===== src/include/cse_pkg.sv =====
// Shared constants and types for the conditional skip execution block
package cse_pkg;
	localparam int unsigned DATA_W = 8;
	localparam int unsigned ADDR_W = 8;
	localparam int unsigned BIT_IDX_W = 3;
	localparam int unsigned FLAG_W = 4;
	// Flag vector field positions
	localparam int unsigned FLAG_Z_POS = 0;
	localparam int unsigned FLAG_C_POS = 1;
	localparam int unsigned FLAG_NIBBLE_POS = 2;
	localparam int unsigned FLAG_WRAP_POS = 3;
	// Reset values and data constants
	localparam logic [DATA_W-1:0] WREG_RESET = 8'h00;
	localparam logic [FLAG_W-1:0] FLAGS_RESET = 4'h0;
	localparam logic [DATA_W-1:0] DATA_ZERO = 8'h00;
	localparam logic [DATA_W-1:0] DATA_ONE = 8'h01;
	localparam logic [ADDR_W-1:0] ADDR_RESET = 8'h00;
	localparam logic [BIT_IDX_W-1:0] BIT_RESET = 3'h0;
	// Instruction classes handed over by the sequencer
	typedef enum logic [3:0] {
		CSE_OP_OTHER = 4'h0,
		CSE_OP_CEQ_IMM = 4'h1,
		CSE_OP_CEQ_MEM = 4'h2,
		CSE_OP_CNE_MEM = 4'h3,
		CSE_OP_CNE_IMM = 4'h4,
		CSE_OP_BIT_LOW_SKIP_IO = 4'h5,
		CSE_OP_BIT_HIGH_SKIP_IO = 4'h6,
		CSE_OP_BIT_LOW_SKIP_MEM = 4'h7,
		CSE_OP_BIT_HIGH_SKIP_MEM = 4'h8,
		CSE_OP_INC_WREG = 4'h9,
		CSE_OP_DEC_WREG = 4'ha,
		CSE_OP_INC_MEM = 4'hb,
		CSE_OP_DEC_MEM = 4'hc
	} cse_op_t;
	// Gray sequence along idle, read, capture, execute
	typedef enum logic [1:0] {
		CSE_ST_IDLE = 2'h0,
		CSE_ST_READ = 2'h1,
		CSE_ST_CAPT = 2'h3,
		CSE_ST_EXEC = 2'h2
	} cse_state_t;
endpackage


===== src/design/cse_alu.sv =====
// Eight-bit add/subtract with zero, carry, nibble carry and signed wrap flags
`timescale 1ns/1ps
module cse_alu
	import cse_pkg::*;
(
	// Operands
	input wire logic [cse_pkg::DATA_W-1:0] i_a,
	input wire logic [cse_pkg::DATA_W-1:0] i_b,
	input wire logic i_sub,
	// Result
	output logic [cse_pkg::DATA_W-1:0] o_res,
	output logic [cse_pkg::FLAG_W-1:0] o_flags
);
	logic [DATA_W:0] full_sum;
	logic [4:0] nib_sum;
	logic [DATA_W-1:0] b_eff;
	logic carry_out;
	logic nib_out;

	// Subtract as a + ~b + 1; carry then reads as a borrow
	assign b_eff = i_sub ? ~i_b : i_b;
	assign full_sum = {1'b0, i_a} + {1'b0, b_eff} + {8'h00, i_sub};
	assign nib_sum = {1'b0, i_a[3:0]} + {1'b0, b_eff[3:0]} + {4'h0, i_sub};
	assign o_res = full_sum[DATA_W-1:0];
	assign carry_out = full_sum[DATA_W] ^ i_sub;
	assign nib_out = nib_sum[4] ^ i_sub;
	assign o_flags[FLAG_Z_POS] = (o_res == DATA_ZERO);
	assign o_flags[FLAG_C_POS] = carry_out;
	assign o_flags[FLAG_NIBBLE_POS] = nib_out;
	assign o_flags[FLAG_WRAP_POS] = (i_a[DATA_W-1] == b_eff[DATA_W-1]) && (o_res[DATA_W-1] != i_a[DATA_W-1]);
endmodule


===== src/design/cse_exec.sv =====
// Conditional skip executor: compares, bit tests and count-and-skip on zero
//
// How it works
// - Compare working register with immediate; skip next instruction when equal.
// - Compare working register with memory byte; skip next instruction when equal.
// - Compare working register with memory byte; skip next when they differ.
// - Compare working register with immediate; skip next when they differ.
// - Compares set all four flags as a subtraction would, working register unchanged.
// - Test IO bit; skip next when it is zero; flags untouched.
// - Test IO bit; skip next when it is one; flags untouched.
// - Test memory bit; skip next when it is zero; flags untouched.
// - Test memory bit; skip next when it is one; flags untouched.
// - Increment working register, write back, set flags, skip when result zero.
// - Decrement working register, write back, set flags, skip when result zero.
// - Increment memory byte, store back, set flags, skip when result zero.
// - Decrement memory byte, store back, set flags, skip when result zero.
`timescale 1ns/1ps
module cse_exec
	import cse_pkg::*;
(
	// Clock and reset
	input wire logic i_sys_clk,
	input wire logic i_srst,
	// Instruction issue from the sequencer
	input wire logic i_valid,
	input wire cse_pkg::cse_op_t i_op,
	input wire logic [cse_pkg::DATA_W-1:0] i_imm,
	input wire logic [cse_pkg::ADDR_W-1:0] i_addr,
	input wire logic [cse_pkg::BIT_IDX_W-1:0] i_bit_idx,
	output logic o_ready,
	output logic o_done,
	output logic o_commit,
	output logic o_squash,
	output logic o_skip_pending,
	// Working register and flag loads from other instruction classes
	input wire logic i_wreg_load,
	input wire logic [cse_pkg::DATA_W-1:0] i_wreg_value,
	input wire logic i_flags_load,
	input wire logic [cse_pkg::FLAG_W-1:0] i_flags_value,
	output logic [cse_pkg::DATA_W-1:0] o_working_register,
	output logic [cse_pkg::FLAG_W-1:0] o_flags,
	// Data memory and IO port access
	output logic [cse_pkg::ADDR_W-1:0] o_addr,
	output logic o_mem_rd,
	output logic o_io_rd,
	output logic o_mem_wr,
	output logic [cse_pkg::DATA_W-1:0] o_mem_wdata,
	input wire logic [cse_pkg::DATA_W-1:0] i_mem_rdata,
	input wire logic [cse_pkg::DATA_W-1:0] i_io_rdata
);
	import cse_pkg::*;

	cse_state_t state_r;
	cse_state_t state_nxt;
	cse_op_t op_r;
	logic [DATA_W-1:0] imm_r;
	logic [DATA_W-1:0] opnd_r;
	logic [BIT_IDX_W-1:0] bit_r;
	logic from_io_r;
	logic [DATA_W-1:0] wreg_r;
	logic [FLAG_W-1:0] flags_r;
	logic skip_r;
	logic skip_nxt;
	logic ready_r;
	logic done_r;
	logic commit_r;
	logic squash_r;
	logic [ADDR_W-1:0] addr_r;
	logic mem_rd_r;
	logic io_rd_r;
	logic mem_wr_r;
	logic [DATA_W-1:0] mem_wdata_r;

	// Issue decode
	wire taken = i_valid && ready_r;
	wire take_squash = taken && skip_r;
	wire take_other = taken && !skip_r && (i_op == CSE_OP_OTHER);
	wire need_read_i = (i_op != CSE_OP_OTHER) && (i_op != CSE_OP_CEQ_IMM) && (i_op != CSE_OP_CNE_IMM)
		&& (i_op != CSE_OP_INC_WREG) && (i_op != CSE_OP_DEC_WREG);
	wire is_io_i = (i_op == CSE_OP_BIT_LOW_SKIP_IO) || (i_op == CSE_OP_BIT_HIGH_SKIP_IO);
	wire take_read = taken && !skip_r && need_read_i;
	wire take_direct = taken && !skip_r && !need_read_i && (i_op != CSE_OP_OTHER);

	// Execute decode
	wire in_exec = (state_r == CSE_ST_EXEC);
	wire is_cmp_imm = (op_r == CSE_OP_CEQ_IMM) || (op_r == CSE_OP_CNE_IMM);
	wire is_cmp_mem = (op_r == CSE_OP_CEQ_MEM) || (op_r == CSE_OP_CNE_MEM);
	wire is_cmp = is_cmp_imm || is_cmp_mem;
	wire is_cmp_eq = (op_r == CSE_OP_CEQ_IMM) || (op_r == CSE_OP_CEQ_MEM);
	wire is_bit_low = (op_r == CSE_OP_BIT_LOW_SKIP_IO) || (op_r == CSE_OP_BIT_LOW_SKIP_MEM);
	wire is_bit_high = (op_r == CSE_OP_BIT_HIGH_SKIP_IO) || (op_r == CSE_OP_BIT_HIGH_SKIP_MEM);
	wire is_wreg_cnt = (op_r == CSE_OP_INC_WREG) || (op_r == CSE_OP_DEC_WREG);
	wire is_mem_cnt = (op_r == CSE_OP_INC_MEM) || (op_r == CSE_OP_DEC_MEM);
	wire is_dec = (op_r == CSE_OP_DEC_WREG) || (op_r == CSE_OP_DEC_MEM);
	wire is_arith = is_cmp || is_wreg_cnt || is_mem_cnt;

	// Operand steering into the adder
	wire [DATA_W-1:0] cmp_opnd = is_cmp_imm ? imm_r : opnd_r;
	wire [DATA_W-1:0] alu_a = is_mem_cnt ? opnd_r : wreg_r;
	wire [DATA_W-1:0] alu_b = is_cmp ? cmp_opnd : DATA_ONE;
	wire alu_sub = is_cmp || is_dec;
	logic [DATA_W-1:0] alu_res;
	logic [FLAG_W-1:0] alu_flags;

	// Selected bit of the fetched byte
	wire tested_bit = opnd_r[bit_r];
	wire res_zero = alu_flags[FLAG_Z_POS];
	wire operands_equal = (wreg_r == cmp_opnd);

	// Skip decision per instruction class
	wire skip_cond = (is_cmp_eq && operands_equal)
		|| (is_cmp && !is_cmp_eq && !operands_equal)
		|| (is_bit_low && !tested_bit)
		|| (is_bit_high && tested_bit)
		|| ((is_wreg_cnt || is_mem_cnt) && res_zero);

	cse_alu u_alu (
		.i_a(alu_a),
		.i_b(alu_b),
		.i_sub(alu_sub),
		.o_res(alu_res),
		.o_flags(alu_flags)
	);

	// Sequencer of one instruction
	always_comb begin
		state_nxt = state_r;
		case (state_r)
			CSE_ST_IDLE: begin
				if (take_read) begin
					state_nxt = CSE_ST_READ;
				end else if (take_direct) begin
					state_nxt = CSE_ST_EXEC;
				end
			end
			CSE_ST_READ: begin
				state_nxt = CSE_ST_CAPT;
			end
			CSE_ST_CAPT: begin
				state_nxt = CSE_ST_EXEC;
			end
			CSE_ST_EXEC: begin
				state_nxt = CSE_ST_IDLE;
			end
			default: begin
				state_nxt = CSE_ST_IDLE;
			end
		endcase
	end

	// A pending skip is consumed by the very next issued instruction
	always_comb begin
		skip_nxt = skip_r;
		if (take_squash) begin
			skip_nxt = 1'b0;
		end else if (in_exec) begin
			skip_nxt = skip_cond;
		end
	end

	always_ff @(posedge i_sys_clk) begin
		if (i_srst) begin
			state_r <= CSE_ST_IDLE;
			skip_r <= 1'b0;
			ready_r <= 1'b0;
		end else begin
			state_r <= state_nxt;
			skip_r <= skip_nxt;
			ready_r <= (state_nxt == CSE_ST_IDLE);
		end
	end

	// Latch the instruction fields when an own instruction is taken with no skip pending
	always_ff @(posedge i_sys_clk) begin
		if (i_srst) begin
			op_r <= CSE_OP_OTHER;
			imm_r <= DATA_ZERO;
			bit_r <= BIT_RESET;
			from_io_r <= 1'b0;
			addr_r <= ADDR_RESET;
		end else if (take_read || take_direct) begin
			op_r <= i_op;
			imm_r <= i_imm;
			bit_r <= i_bit_idx;
			from_io_r <= is_io_i;
			addr_r <= i_addr;
		end
	end

	// Read data stand in the cycle after the read strobe
	always_ff @(posedge i_sys_clk) begin
		if (i_srst) begin
			opnd_r <= DATA_ZERO;
		end else if (state_r == CSE_ST_CAPT) begin
			opnd_r <= from_io_r ? i_io_rdata : i_mem_rdata;
		end
	end

	// Bus strobes, one cycle each
	always_ff @(posedge i_sys_clk) begin
		if (i_srst) begin
			mem_rd_r <= 1'b0;
			io_rd_r <= 1'b0;
			mem_wr_r <= 1'b0;
			mem_wdata_r <= DATA_ZERO;
		end else begin
			mem_rd_r <= take_read && !is_io_i;
			io_rd_r <= take_read && is_io_i;
			mem_wr_r <= in_exec && is_mem_cnt;
			if (in_exec && is_mem_cnt) begin
				mem_wdata_r <= alu_res;
			end
		end
	end

	// Own writes win over loads arriving in the same cycle
	always_ff @(posedge i_sys_clk) begin
		if (i_srst) begin
			wreg_r <= WREG_RESET;
		end else if (in_exec && is_wreg_cnt) begin
			wreg_r <= alu_res;
		end else if (i_wreg_load) begin
			wreg_r <= i_wreg_value;
		end
	end

	// Bit tests leave the flags alone; compares never write the working register
	always_ff @(posedge i_sys_clk) begin
		if (i_srst) begin
			flags_r <= FLAGS_RESET;
		end else if (in_exec && is_arith) begin
			flags_r <= alu_flags;
		end else if (i_flags_load) begin
			flags_r <= i_flags_value;
		end
	end

	// Completion pulses to the sequencer
	always_ff @(posedge i_sys_clk) begin
		if (i_srst) begin
			done_r <= 1'b0;
			commit_r <= 1'b0;
			squash_r <= 1'b0;
		end else begin
			done_r <= in_exec;
			commit_r <= take_other;
			squash_r <= take_squash;
		end
	end

	assign o_ready = ready_r;
	assign o_done = done_r;
	assign o_commit = commit_r;
	assign o_squash = squash_r;
	assign o_skip_pending = skip_r;
	assign o_working_register = wreg_r;
	assign o_flags = flags_r;
	assign o_addr = addr_r;
	assign o_mem_rd = mem_rd_r;
	assign o_io_rd = io_rd_r;
	assign o_mem_wr = mem_wr_r;
	assign o_mem_wdata = mem_wdata_r;
endmodule


===== config.mk =====
export PLATFORM = sky130hd
export DESIGN_NAME = cse_exec
export DESIGN_NICKNAME = d
export VERILOG_FILES = /design/src/include/cse_pkg.sv /design/src/design/cse_alu.sv /design/src/design/cse_exec.sv
export SDC_FILE = /design/constraint.sdc
export NUM_CORES = 1
export LEC_CHECK = 0
export BUFFER_PORTS_ARGS = -buffer_cell sky130_fd_sc_hd__buf_2
export CAP_MARGIN = 20
export CELL_PAD_IN_SITES_DETAIL_PLACEMENT = 0
export CELL_PAD_IN_SITES_GLOBAL_PLACEMENT = 2
export CORE_MARGIN = 8
export CORE_UTILIZATION = 30
export CTS_BUF_LIST = sky130_fd_sc_hd__clkbuf_16
export DETAILED_ROUTE_END_ITERATION = 6
export PLACE_DENSITY_LB_ADDON = 0.1
export SLEW_MARGIN = 10
export SYNTH_ARGS = -nofsm -noshare
export SYNTH_HDL_FRONTEND = slang
export SYNTH_SLANG_ARGS = --single-unit

===== constraint.sdc =====
create_clock -name i_sys_clk -period 4.43 [get_ports i_sys_clk]
set_input_delay 0.6645 -clock i_sys_clk [delete_from_list [all_inputs] [get_ports i_sys_clk]]
set_output_delay 0.6645 -clock i_sys_clk [all_outputs]
set_load 0.01 [all_outputs]

==> results.py, run 1 <==
metrics = {
    "run_status": {
        "status": "complete, no violations",
    },
    "grt": {
        "grt_pass1_wl_um": 19400,
        "gr-total-overflow": 0,
        "antenna_found_initial": 0,
        "grt_pass1_vias": 3657,
        "track_usage_pct": 15.3,
        "grt_max_degree": 45,
    },
    "synthesis": {
        "yosysUniqueCellTypes": 59,
        "ys_seq_area_share_pct": 33.7,
        "ys_ff_latch": 62,
        "netlist.top_cell.by_area": "dfxtp_1",
        "ys_top_cells_by_area": "dfxtp_1 (34%), nand2_1 (7.3%), nor2_1 (5.9%)",
        "synth_area_per_cell_um2": 7.96,
        "synth_flop_cell": "dfxtp_1",
        "syn_nets": 527,
        "synth_async_sr_flop_share_pct": 0,
        "synth-edff-count": 0,
        "netlist_instances": 463,
        "synth_warnings": 0,
        "syn_area_mm2": 0.00368,
        "synth_top_area_share_pct": 33.7,
    },
    "cts": {
        "cts_tree": "yes",
        "cts.sinks": 62,
        "cts.clk_slew.worst_paths_ps": 60,
        "cts_setup_buffers": 0,
        "cts_resized": 0,
        "clk_latency_ps": 340,
        "root_buffer": "clkbuf_16",
        "numCtsBuffers": 9,
        "hold_buffers": 0,
        "htreeDepth": 3,
        "cts.path.max_buffers": 2,
    },
    "cells_and_area": {
        "n_antenna_cell": 0,
        "area_growth_pct": 24.6,
        "seq_area_mm2": 0.00124,
        "fin_area_mm2": 0.00459,
        "nets": 607,
        "multiInputGateArea_mm2": 0.00227,
        "drive_above_1_share_pct": 24.6,
        "post-route-util_pct": 38.2,
        "final_cell_count_no_fill": 695,
        "mostFrequentLayoutCell": "buf_2",
        "final_cell_mix": "buf_2 (91), nand2_1 (72), dfxtp_1 (62), nor2_1 (58), a21oi_1 (42)",
        "fillers": 1293,
    },
    "critical_path": {
        "critical_path.top_delay_family": "simple AND/OR/NAND/NOR gates",
        "crit_fanout": 11,
        "critPathMaxStageDelay_ps": 570,
        "critPathArrivalTime_ps": 4030,
        "cpMostUsedCell": "nand2_1",
        "cp_slowest_cell": "dfxtp_1",
        "end_kind": "flip-flop",
        "start_kind": "flip-flop",
        "cp_data_required_time_ps": 4700,
        "crit_buf_inv": 0,
        "crit_type": "reg -> reg",
        "crit_path_cell_trace": "nand3b_1 > nand2_1 > nand2_1 > mux2_2 > ha_1 > nor2b_1 > o21ai_0 > nand2_1 > xnor2_1 > or3b_1 > nor2_1 > or4b_1 > a21oi_1",
    },
    "flow_run": {
        "max_cap_violations": 0,
    },
    "power": {
        "leakage_nw": 1.90,
        "sequentialPowerShare_pct": 34.7,
        "p_int_mw": 1.27,
        "p_switching_uw": 487,
        "switching_share_pct": 27.8,
        "powerDensity_mw_per_mm2": 382,
        "p_total_mw": 1.75,
        "combPwrFrac_pct": 18.4,
        "p_clk_share_pct": 46.9,
        "ir_drop_mv": 0.188,
    },
    "routing": {
        "postRouteAntennaNets": 0,
        "detail_route.wl_per_cell_um": 17.2,
        "drt-pass1-iter-count": 4,
        "vias": 3546,
        "avgViaCountPerCell": 5.10,
        "drc_errors": 0,
        "wirelength_um": 11900,
        "initialDrtViolationCount": 164,
    },
    "sta": {
        "setup_tns_ps": 0,
        "clock_skew_ps": 7.44,
        "worst_slew_pin_slew_ps": 860,
        "finalHoldWorstSlack_ps": 452,
        "rsz0062_at_grt": "no",
        "final-hold-violation-count": 0,
        "slew_viol_final": 0,
        "max_freq_mhz": 266,
        "final.min_clock_period_ps": 3760,
        "timing.final.ws_setup_ps": 671,
        "finalSetupViolCount": 0,
        "slew_headroom_pct": 42.5,
        "period_share_pct": 84.8,
    },
    "die": {
        "start_util_pct": 30.7,
        "fp.dieH_um": 127,
        "die_area_mm2": 0.0161,
        "core_area_mm2": 0.0120,
        "pin_count": 92,
        "rows": 40,
        "die_w_um": 127,
    },
    "placed_design": {
        "gp_routability_congestion": 0.857,
        "dp_hpwl_um": 9160,
        "io_buffer_count": 91,
        "dp_cells": 679,
        "placed_cell_area_mm2": 0.00424,
        "dp_slack_ps": 679,
    },
    "min_path": {
        "worstHoldPathType": "reg -> reg",
    },
}
==> state kept, by name, indices dropped and copies added (netlist names) <==
signal	cells
o_skip_pending	1
o_working_register	8
o_mem_wdata	8
o_mem_rd	1
o_flags	4
bit_r	3
from_io_r	1
op_r	4
o_io_rd	1
o_addr	8
o_commit	1
state_r	2
imm_r	8
o_done	1
o_squash	1
opnd_r	8
o_mem_wr	1
o_ready	1
==> path summary, 6_finish.rpt <==
| path | from | end | slack [ps] | cells past startpoint |
|---|---|---|---|---|
| max | op_r[2] | o_flags[0] | 670 | 13 |
| min | o_addr[4] | o_addr[4] | 450 | 2 |
| max reg2reg | op_r[2] | o_flags[0] | 670 | 13 |
| min reg2reg | o_addr[4] | o_addr[4] | 450 | 2 |
==> area by class of cell <==
class	instances	share of cell area, %
timing repair buffer	98	11.1
tap	147	4.01
multi-input combinational	361	49.4
sequential	62	27.1
clock buffer	9	4.91
inverter	11	0.900
clock inverter	7	2.65
==> power groups by stage <==
stage | clock network (mW) | logic, mW | registers (mW)
6_report | 0.823 | 0.324 | 0.608
5_1_grt | 0.868 | 0.360 | 0.612
4_1_cts | 0.842 | 0.326 | 0.609
3_5_place_dp | 0 | 0.324 | 0.621
3_3_place_gp | 0 | 0.325 | 0.621
2_1_floorplan | 0 | 0.219 | 0.616
==> worst reg2reg max path: cells and delay by family (launching register included) <==
kind	cells	cell delay (ps)
AOI/OAI and AO/OA	2	330
xor gates and xnor gates	1	230
adders and majority gates	1	400
DFF	1	570
muxes	1	390
and+or+nand+nor	8	1790
==> synthesized netlist by cell type (3+ instances only) <==
| cell type | n |
|---|---|
| ha_1 | 7 |
| nor4_1 | 3 |
| a21o_1 | 3 |
| nor3_1 | 5 |
| a31oi_1 | 5 |
| o22ai_1 | 12 |
| a211oi_1 | 17 |
| nand4_1 | 3 |
| o31a_1 | 4 |
| nor2_1 | 58 |
| a21oi_1 | 42 |
| nand3b_1 | 4 |
| mux2_2 | 10 |
| mux2i_1 | 19 |
| o21a_1 | 7 |
| inv_1 | 11 |
| nor2b_1 | 12 |
| dfxtp_1 | 62 |
| clkbuf_1 | 22 |
| nand2b_1 | 4 |
| xnor2_1 | 14 |
| o21ai_1 | 3 |
| xor2_1 | 3 |
| o21ai_0 | 11 |
| buf_6 | 3 |
| nand2_1 | 72 |
| nor3b_1 | 4 |
==> cells by family (layout without fill, tap and decap cells) <==
family	after synthesis	in the layout	share of synthesized area (%)
multiplexers	31	31	9.54
adder cells (fa/ha/maj)	8	8	2.92
AO/OA/AOI/OAI	120	120	21.1
XOR/XNOR	18	18	4.48
AND/OR/NAND/NOR	184	184	23.5
flip-flops	62	62	33.7
buffers and inverters	40	125	4.76
==> per-layer routing <==
layer  share of wire, %  global-route usage [%]
met1                 49                    19.9
met2                 44                    23.1
met3                6.0                    4.57
met4                1.0                    5.74
met5                  0                       0
(Power assumes the default switching activity.)
==> run 2: changes to the inputs <==
Settings changed: CORE_UTILIZATION 30 to 27.
Clock period 4.43 ns to 3.15 ns, I/O delays scaled along.
==> results.py, run 2 (same netlist as run 1, synthesis figures left out) <==
metrics = {
    "run_status": {
        "status": "complete, no violations",
    },
    "grt": {
        "antenna_found_initial": 0,
        "grt_max_degree": 30,
        "grt_pass1_vias": 4013,
        "track_usage_pct": 15.6,
        "grt_pass1_wl_um": 21700,
        "gr-total-overflow": 0,
    },
    "cts": {
        "cts.sinks": 62,
        "cts_tree": "yes",
        "root_buffer": "clkbuf_16",
        "cts.path.max_buffers": 2,
        "clk_latency_ps": 330,
        "hold_buffers": 0,
        "numCtsBuffers": 9,
        "htreeDepth": 3,
        "cts.clk_slew.worst_paths_ps": 50,
    },
    "routing": {
        "wirelength_um": 13700,
        "avgViaCountPerCell": 4.83,
        "initialDrtViolationCount": 212,
        "postRouteAntennaNets": 0,
        "detail_route.wl_per_cell_um": 17.2,
        "drc_errors": 0,
        "drt-pass1-iter-count": 4,
        "vias": 3857,
    },
    "critical_path": {
        "regToRegSetupSlack_ps": 10,
        "end_kind": "flip-flop",
        "critPathArrivalTime_ps": 3390,
        "crit_type": "reg -> reg",
        "start_kind": "flip-flop",
        "crit_fanout": 6,
        "rr_worst_depth": 14,
        "reg2reg_from": "op_r[2]",
        "cp_data_required_time_ps": 3410,
        "crit_start": "op_r[2]",
    },
    "flow_run": {
        "max_cap_violations": 0,
    },
    "min_path": {
        "hp-start": "i_addr[0]",
        "worstHoldPathType": "in -> reg",
        "worstHoldPathCells": 3,
    },
    "sta": {
        "final.min_clock_period_ps": 3140,
        "timing.final.ws_setup_ps": 12.9,
        "worst_slew_pin_slew_ps": 714,
        "finalHoldWorstSlack_ps": 383,
        "clock_skew_ps": 8.23,
        "final-hold-violation-count": 0,
        "rsz0062_at_grt": "yes",
        "period_share_pct": 99.6,
        "finalSetupViolCount": 0,
        "setup_tns_ps": 0,
        "slew_headroom_pct": 52.4,
        "slew_viol_final": 0,
        "max_freq_mhz": 319,
    },
    "cells_and_area": {
        "post-route-util_pct": 39.7,
        "nets": 683,
        "fin_area_mm2": 0.00528,
        "final_cell_mix": "buf_2 (91), buf_4 (80), nand2_1 (69), dfxtp_1 (58), nor2_1 (54)",
        "drive_above_1_share_pct": 38.2,
        "area_growth_pct": 43.3,
        "mostFrequentLayoutCell": "buf_2",
        "n_antenna_cell": 0,
        "final_cell_count_no_fill": 799,
    },
    "placed_design": {
        "dp_hpwl_um": 10700,
        "dp_slack_ps": -127,
        "dp_cells": 755,
        "io_buffer_count": 91,
        "gp_routability_congestion": 0.848,
        "placed_cell_area_mm2": 0.00469,
    },
    "die": {
        "die_w_um": 133,
        "start_util_pct": 27.7,
        "fp.dieH_um": 133,
        "die_area_mm2": 0.0176,
        "core_area_mm2": 0.0133,
        "pin_count": 92,
        "rows": 42,
    },
    "power": {
        "leakage_nw": 2.30,
        "ir_drop_mv": 0.260,
        "powerDensity_mw_per_mm2": 460,
        "p_total_mw": 2.43,
    },
}
-- run 2: cell count changes in the layout (fill, tap and decap cells not counted), moves of 3 or more --
cell       previous run  this run
nor2_1               58        54
bufinv_16             3         0
nand2_1              72        69
nor2b_1              12         9
buf_4                 7        80
o22ai_1              12         9
dfxtp_1              62        58
o22ai_2               0         3
-- run 2: metal layers --
layer  share of wire, %  vias up  track usage (%)
li1                   -     1949                -
met1                 48     1818             20.5
met2                 46       79             24.8
met3                3.9       11             3.18
met4                1.1        0             4.73
met5                  0        -                0
-- run 2: timing repair --
item	CTS	global route
resized for setup	11	18
buffers inserted	22	8
pin swaps	9	19
gates cloned	0	0
endpoints found under the setup margin	4	6
-- run 2: power by group --
group	switching, mW	internal (mW)	leakage (nW)
Clock	0.342	0.518	0.130
Sequential	0.0387	0.818	0.507
Combinational	0.347	0.366	1.66
Total	0.727	1.70	2.30
-- run 2: final cells by class --
class | count | area (µm²)
well taps | 176 | 220
clock inverters | 6 | 32.5
clock buffers | 9 | 225
fillers | 1402 | 8020
multi-input cells | 361 | 2410
flip-flops and latches | 62 | 1250
repair buffers | 174 | 1090
inverters | 11 | 41.3
-- run 2: worst paths after layout --
| kind | endpoint |
|---|---|
| max | o_flags[0] |
| min | o_addr[0] |
| max reg2reg | o_flags[0] |
| min reg2reg | o_addr[0] |
-- run 2: critical path: stages, from the launching register on --
cell	delay [ps]
dfxtp_4	360
buf_8	140
nor3b_4	260
nor2_4	60
o21a_1	180
o22ai_2	140
ha_2	320
inv_1	80
o21ai_1	80
a21o_1	170
a21o_1	160
a221oi_2	330
xnor2_1	130
or4b_1	500
a21oi_1	150
==> run 3: changes to the inputs <==
Settings changed: CORE_MARGIN 8 to 5, SETUP_SLACK_MARGIN from default to 0.5.
==> results.py, run 3 (same netlist as run 1, synthesis figures left out) <==
metrics = {
    "sta": {
        "setup_tns_ps": 0,
        "worst_slew_pin_slew_ps": 741,
        "slew_viol_final": 0,
        "finalSetupViolCount": 0,
        "clock_skew_ps": 4.88,
        "rsz0062_at_grt": "yes",
        "period_share_pct": 98.4,
        "slew_headroom_pct": 50.6,
        "final.min_clock_period_ps": 3100,
        "final-hold-violation-count": 0,
        "max_freq_mhz": 323,
    },
    "cells_and_area": {
        "final_cell_mix": "buf_2 (91), nand2_1 (66), buf_4 (65), dfxtp_1 (58), nor2_1 (53)",
        "fillers": 1411,
        "nets": 675,
        "n_antenna_cell": 0,
        "mostFrequentLayoutCell": "buf_2",
        "area_growth_pct": 46.3,
        "drive_above_1_share_pct": 40.3,
        "final_cell_count_no_fill": 791,
    },
    "cts": {
        "cts.clk_slew.worst_paths_ps": 50,
        "cts_tree": "yes",
        "htreeDepth": 3,
        "cts.sinks": 62,
        "root_buffer": "clkbuf_16",
        "clk_latency_ps": 330,
        "cts.path.max_buffers": 2,
        "numCtsBuffers": 9,
    },
    "routing": {
        "drt-pass1-iter-count": 4,
        "wirelength_um": 13300,
        "detail_route.wl_per_cell_um": 16.8,
        "initialDrtViolationCount": 216,
        "drc_errors": 0,
        "vias": 3812,
        "avgViaCountPerCell": 4.82,
        "postRouteAntennaNets": 0,
    },
    "power": {
        "ir_drop_mv": 0.215,
        "powerDensity_mw_per_mm2": 470,
        "leakage_nw": 2.29,
    },
    "die": {
        "start_util_pct": 27.7,
        "fp.dieH_um": 127,
        "pin_count": 92,
        "die_w_um": 127,
        "die_area_mm2": 0.0161,
        "core_area_mm2": 0.0133,
        "rows": 42,
    },
    "placed_design": {
        "gp_routability_congestion": 0.822,
        "dp_cells": 752,
        "dp_hpwl_um": 10000,
        "io_buffer_count": 91,
    },
    "grt": {
        "grt_pass1_vias": 3899,
        "track_usage_pct": 16.7,
        "antenna_found_initial": 0,
        "grt_max_degree": 35,
        "grt_pass1_wl_um": 21000,
        "gr-total-overflow": 0,
    },
    "critical_path": {
        "start_kind": "flip-flop",
        "crit_type": "reg -> reg",
        "end_kind": "flip-flop",
        "cp_data_required_time_ps": 3420,
        "regToRegSetupSlack_ps": 50,
        "critPathArrivalTime_ps": 3360,
        "crit_fanout": 6,
    },
    "min_path": {
        "worstHoldPathType": "in -> reg",
    },
    "flow_run": {
        "max_cap_violations": 0,
    },
    "run_status": {
        "status": "complete, no violations",
    },
}
==> run 3: area by class of cell <==
cell class              count  area (µm²)  share of cell area [%]
repair buffers            166        1060                    19.6
multi-input cells         361        2540                    47.1
inverters                  11        41.3                   0.766
clock buffers               9         225                    4.18
clock inverters             6        55.1                    1.02
flip-flops and latches     62        1250                    23.2
well taps                 176         220                    4.09
==> run 3: layer usage <==
metal	wire length (µm)	GRT usage [%]
met4	286	6.37
met5	0	0
met1	6620	23.4
met2	5890	25.2
met3	490	3.49
==> run 3: what timing repair did <==
item | in CTS | in global routing
endpoints found under the setup margin | 10 | 13
hold buffers | 0 | 0
pin swaps | 22 | 18
buffers inserted | 22 | 2
resized for setup | 37 | 23
==> run 3: final timing paths <==
path / endpoint / startpoint / cells past startpoint
worst max-delay path: o_flags[0] / op_r[2] / 13
worst min-delay path: o_addr[5] / i_addr[5] / 3
worst max register to register: o_flags[0] / op_r[2] / 13
worst min register to register: o_mem_wdata[2] / o_mem_wdata[2] / 2
==> run 3: where the power goes <==
| group | total (mW) | switching, mW | internal, mW | leakage, nW |
|---|---|---|---|---|
| clock network | 0.949 | 0.350 | 0.598 | 0.142 |
| logic | 0.727 | 0.360 | 0.367 | 1.64 |
| registers | 0.855 | 0.0371 | 0.818 | 0.507 |
| total | 2.53 | 0.748 | 1.78 | 2.29 |
==> run 3: critical path, stage by stage, from the launching register on <==
cell	delay, ps
dfxtp_4	360
nand3b_1	200
nand2_2	130
nand2_4	80
mux2_4	320
ha_4	250
a21oi_2	140
o21ai_1	70
a21o_1	180
a21o_1	190
a221oi_4	350
xnor2_2	130
or4b_4	500
a21oi_2	130
==> run 3: per-stage QoR <==
stage | utilization (%) | hold WS, ps | setup slack, ps | power, mW | instance area [µm²]
2_1_floorplan | - | 438 | -38.3 | 1.19 | 3790
3_3_place_gp | 35.1 | 439 | -19.3 | 1.46 | 4670
3_5_place_dp | 35.1 | 447 | -108 | 1.45 | 4670
4_1_cts | 39.7 | 366 | 84.2 | 2.51 | 5280
5_1_grt | 40.5 | 378 | -89.4 | 2.65 | 5390
6_report | 40.5 | 376 | 51.8 | 2.53 | 5390
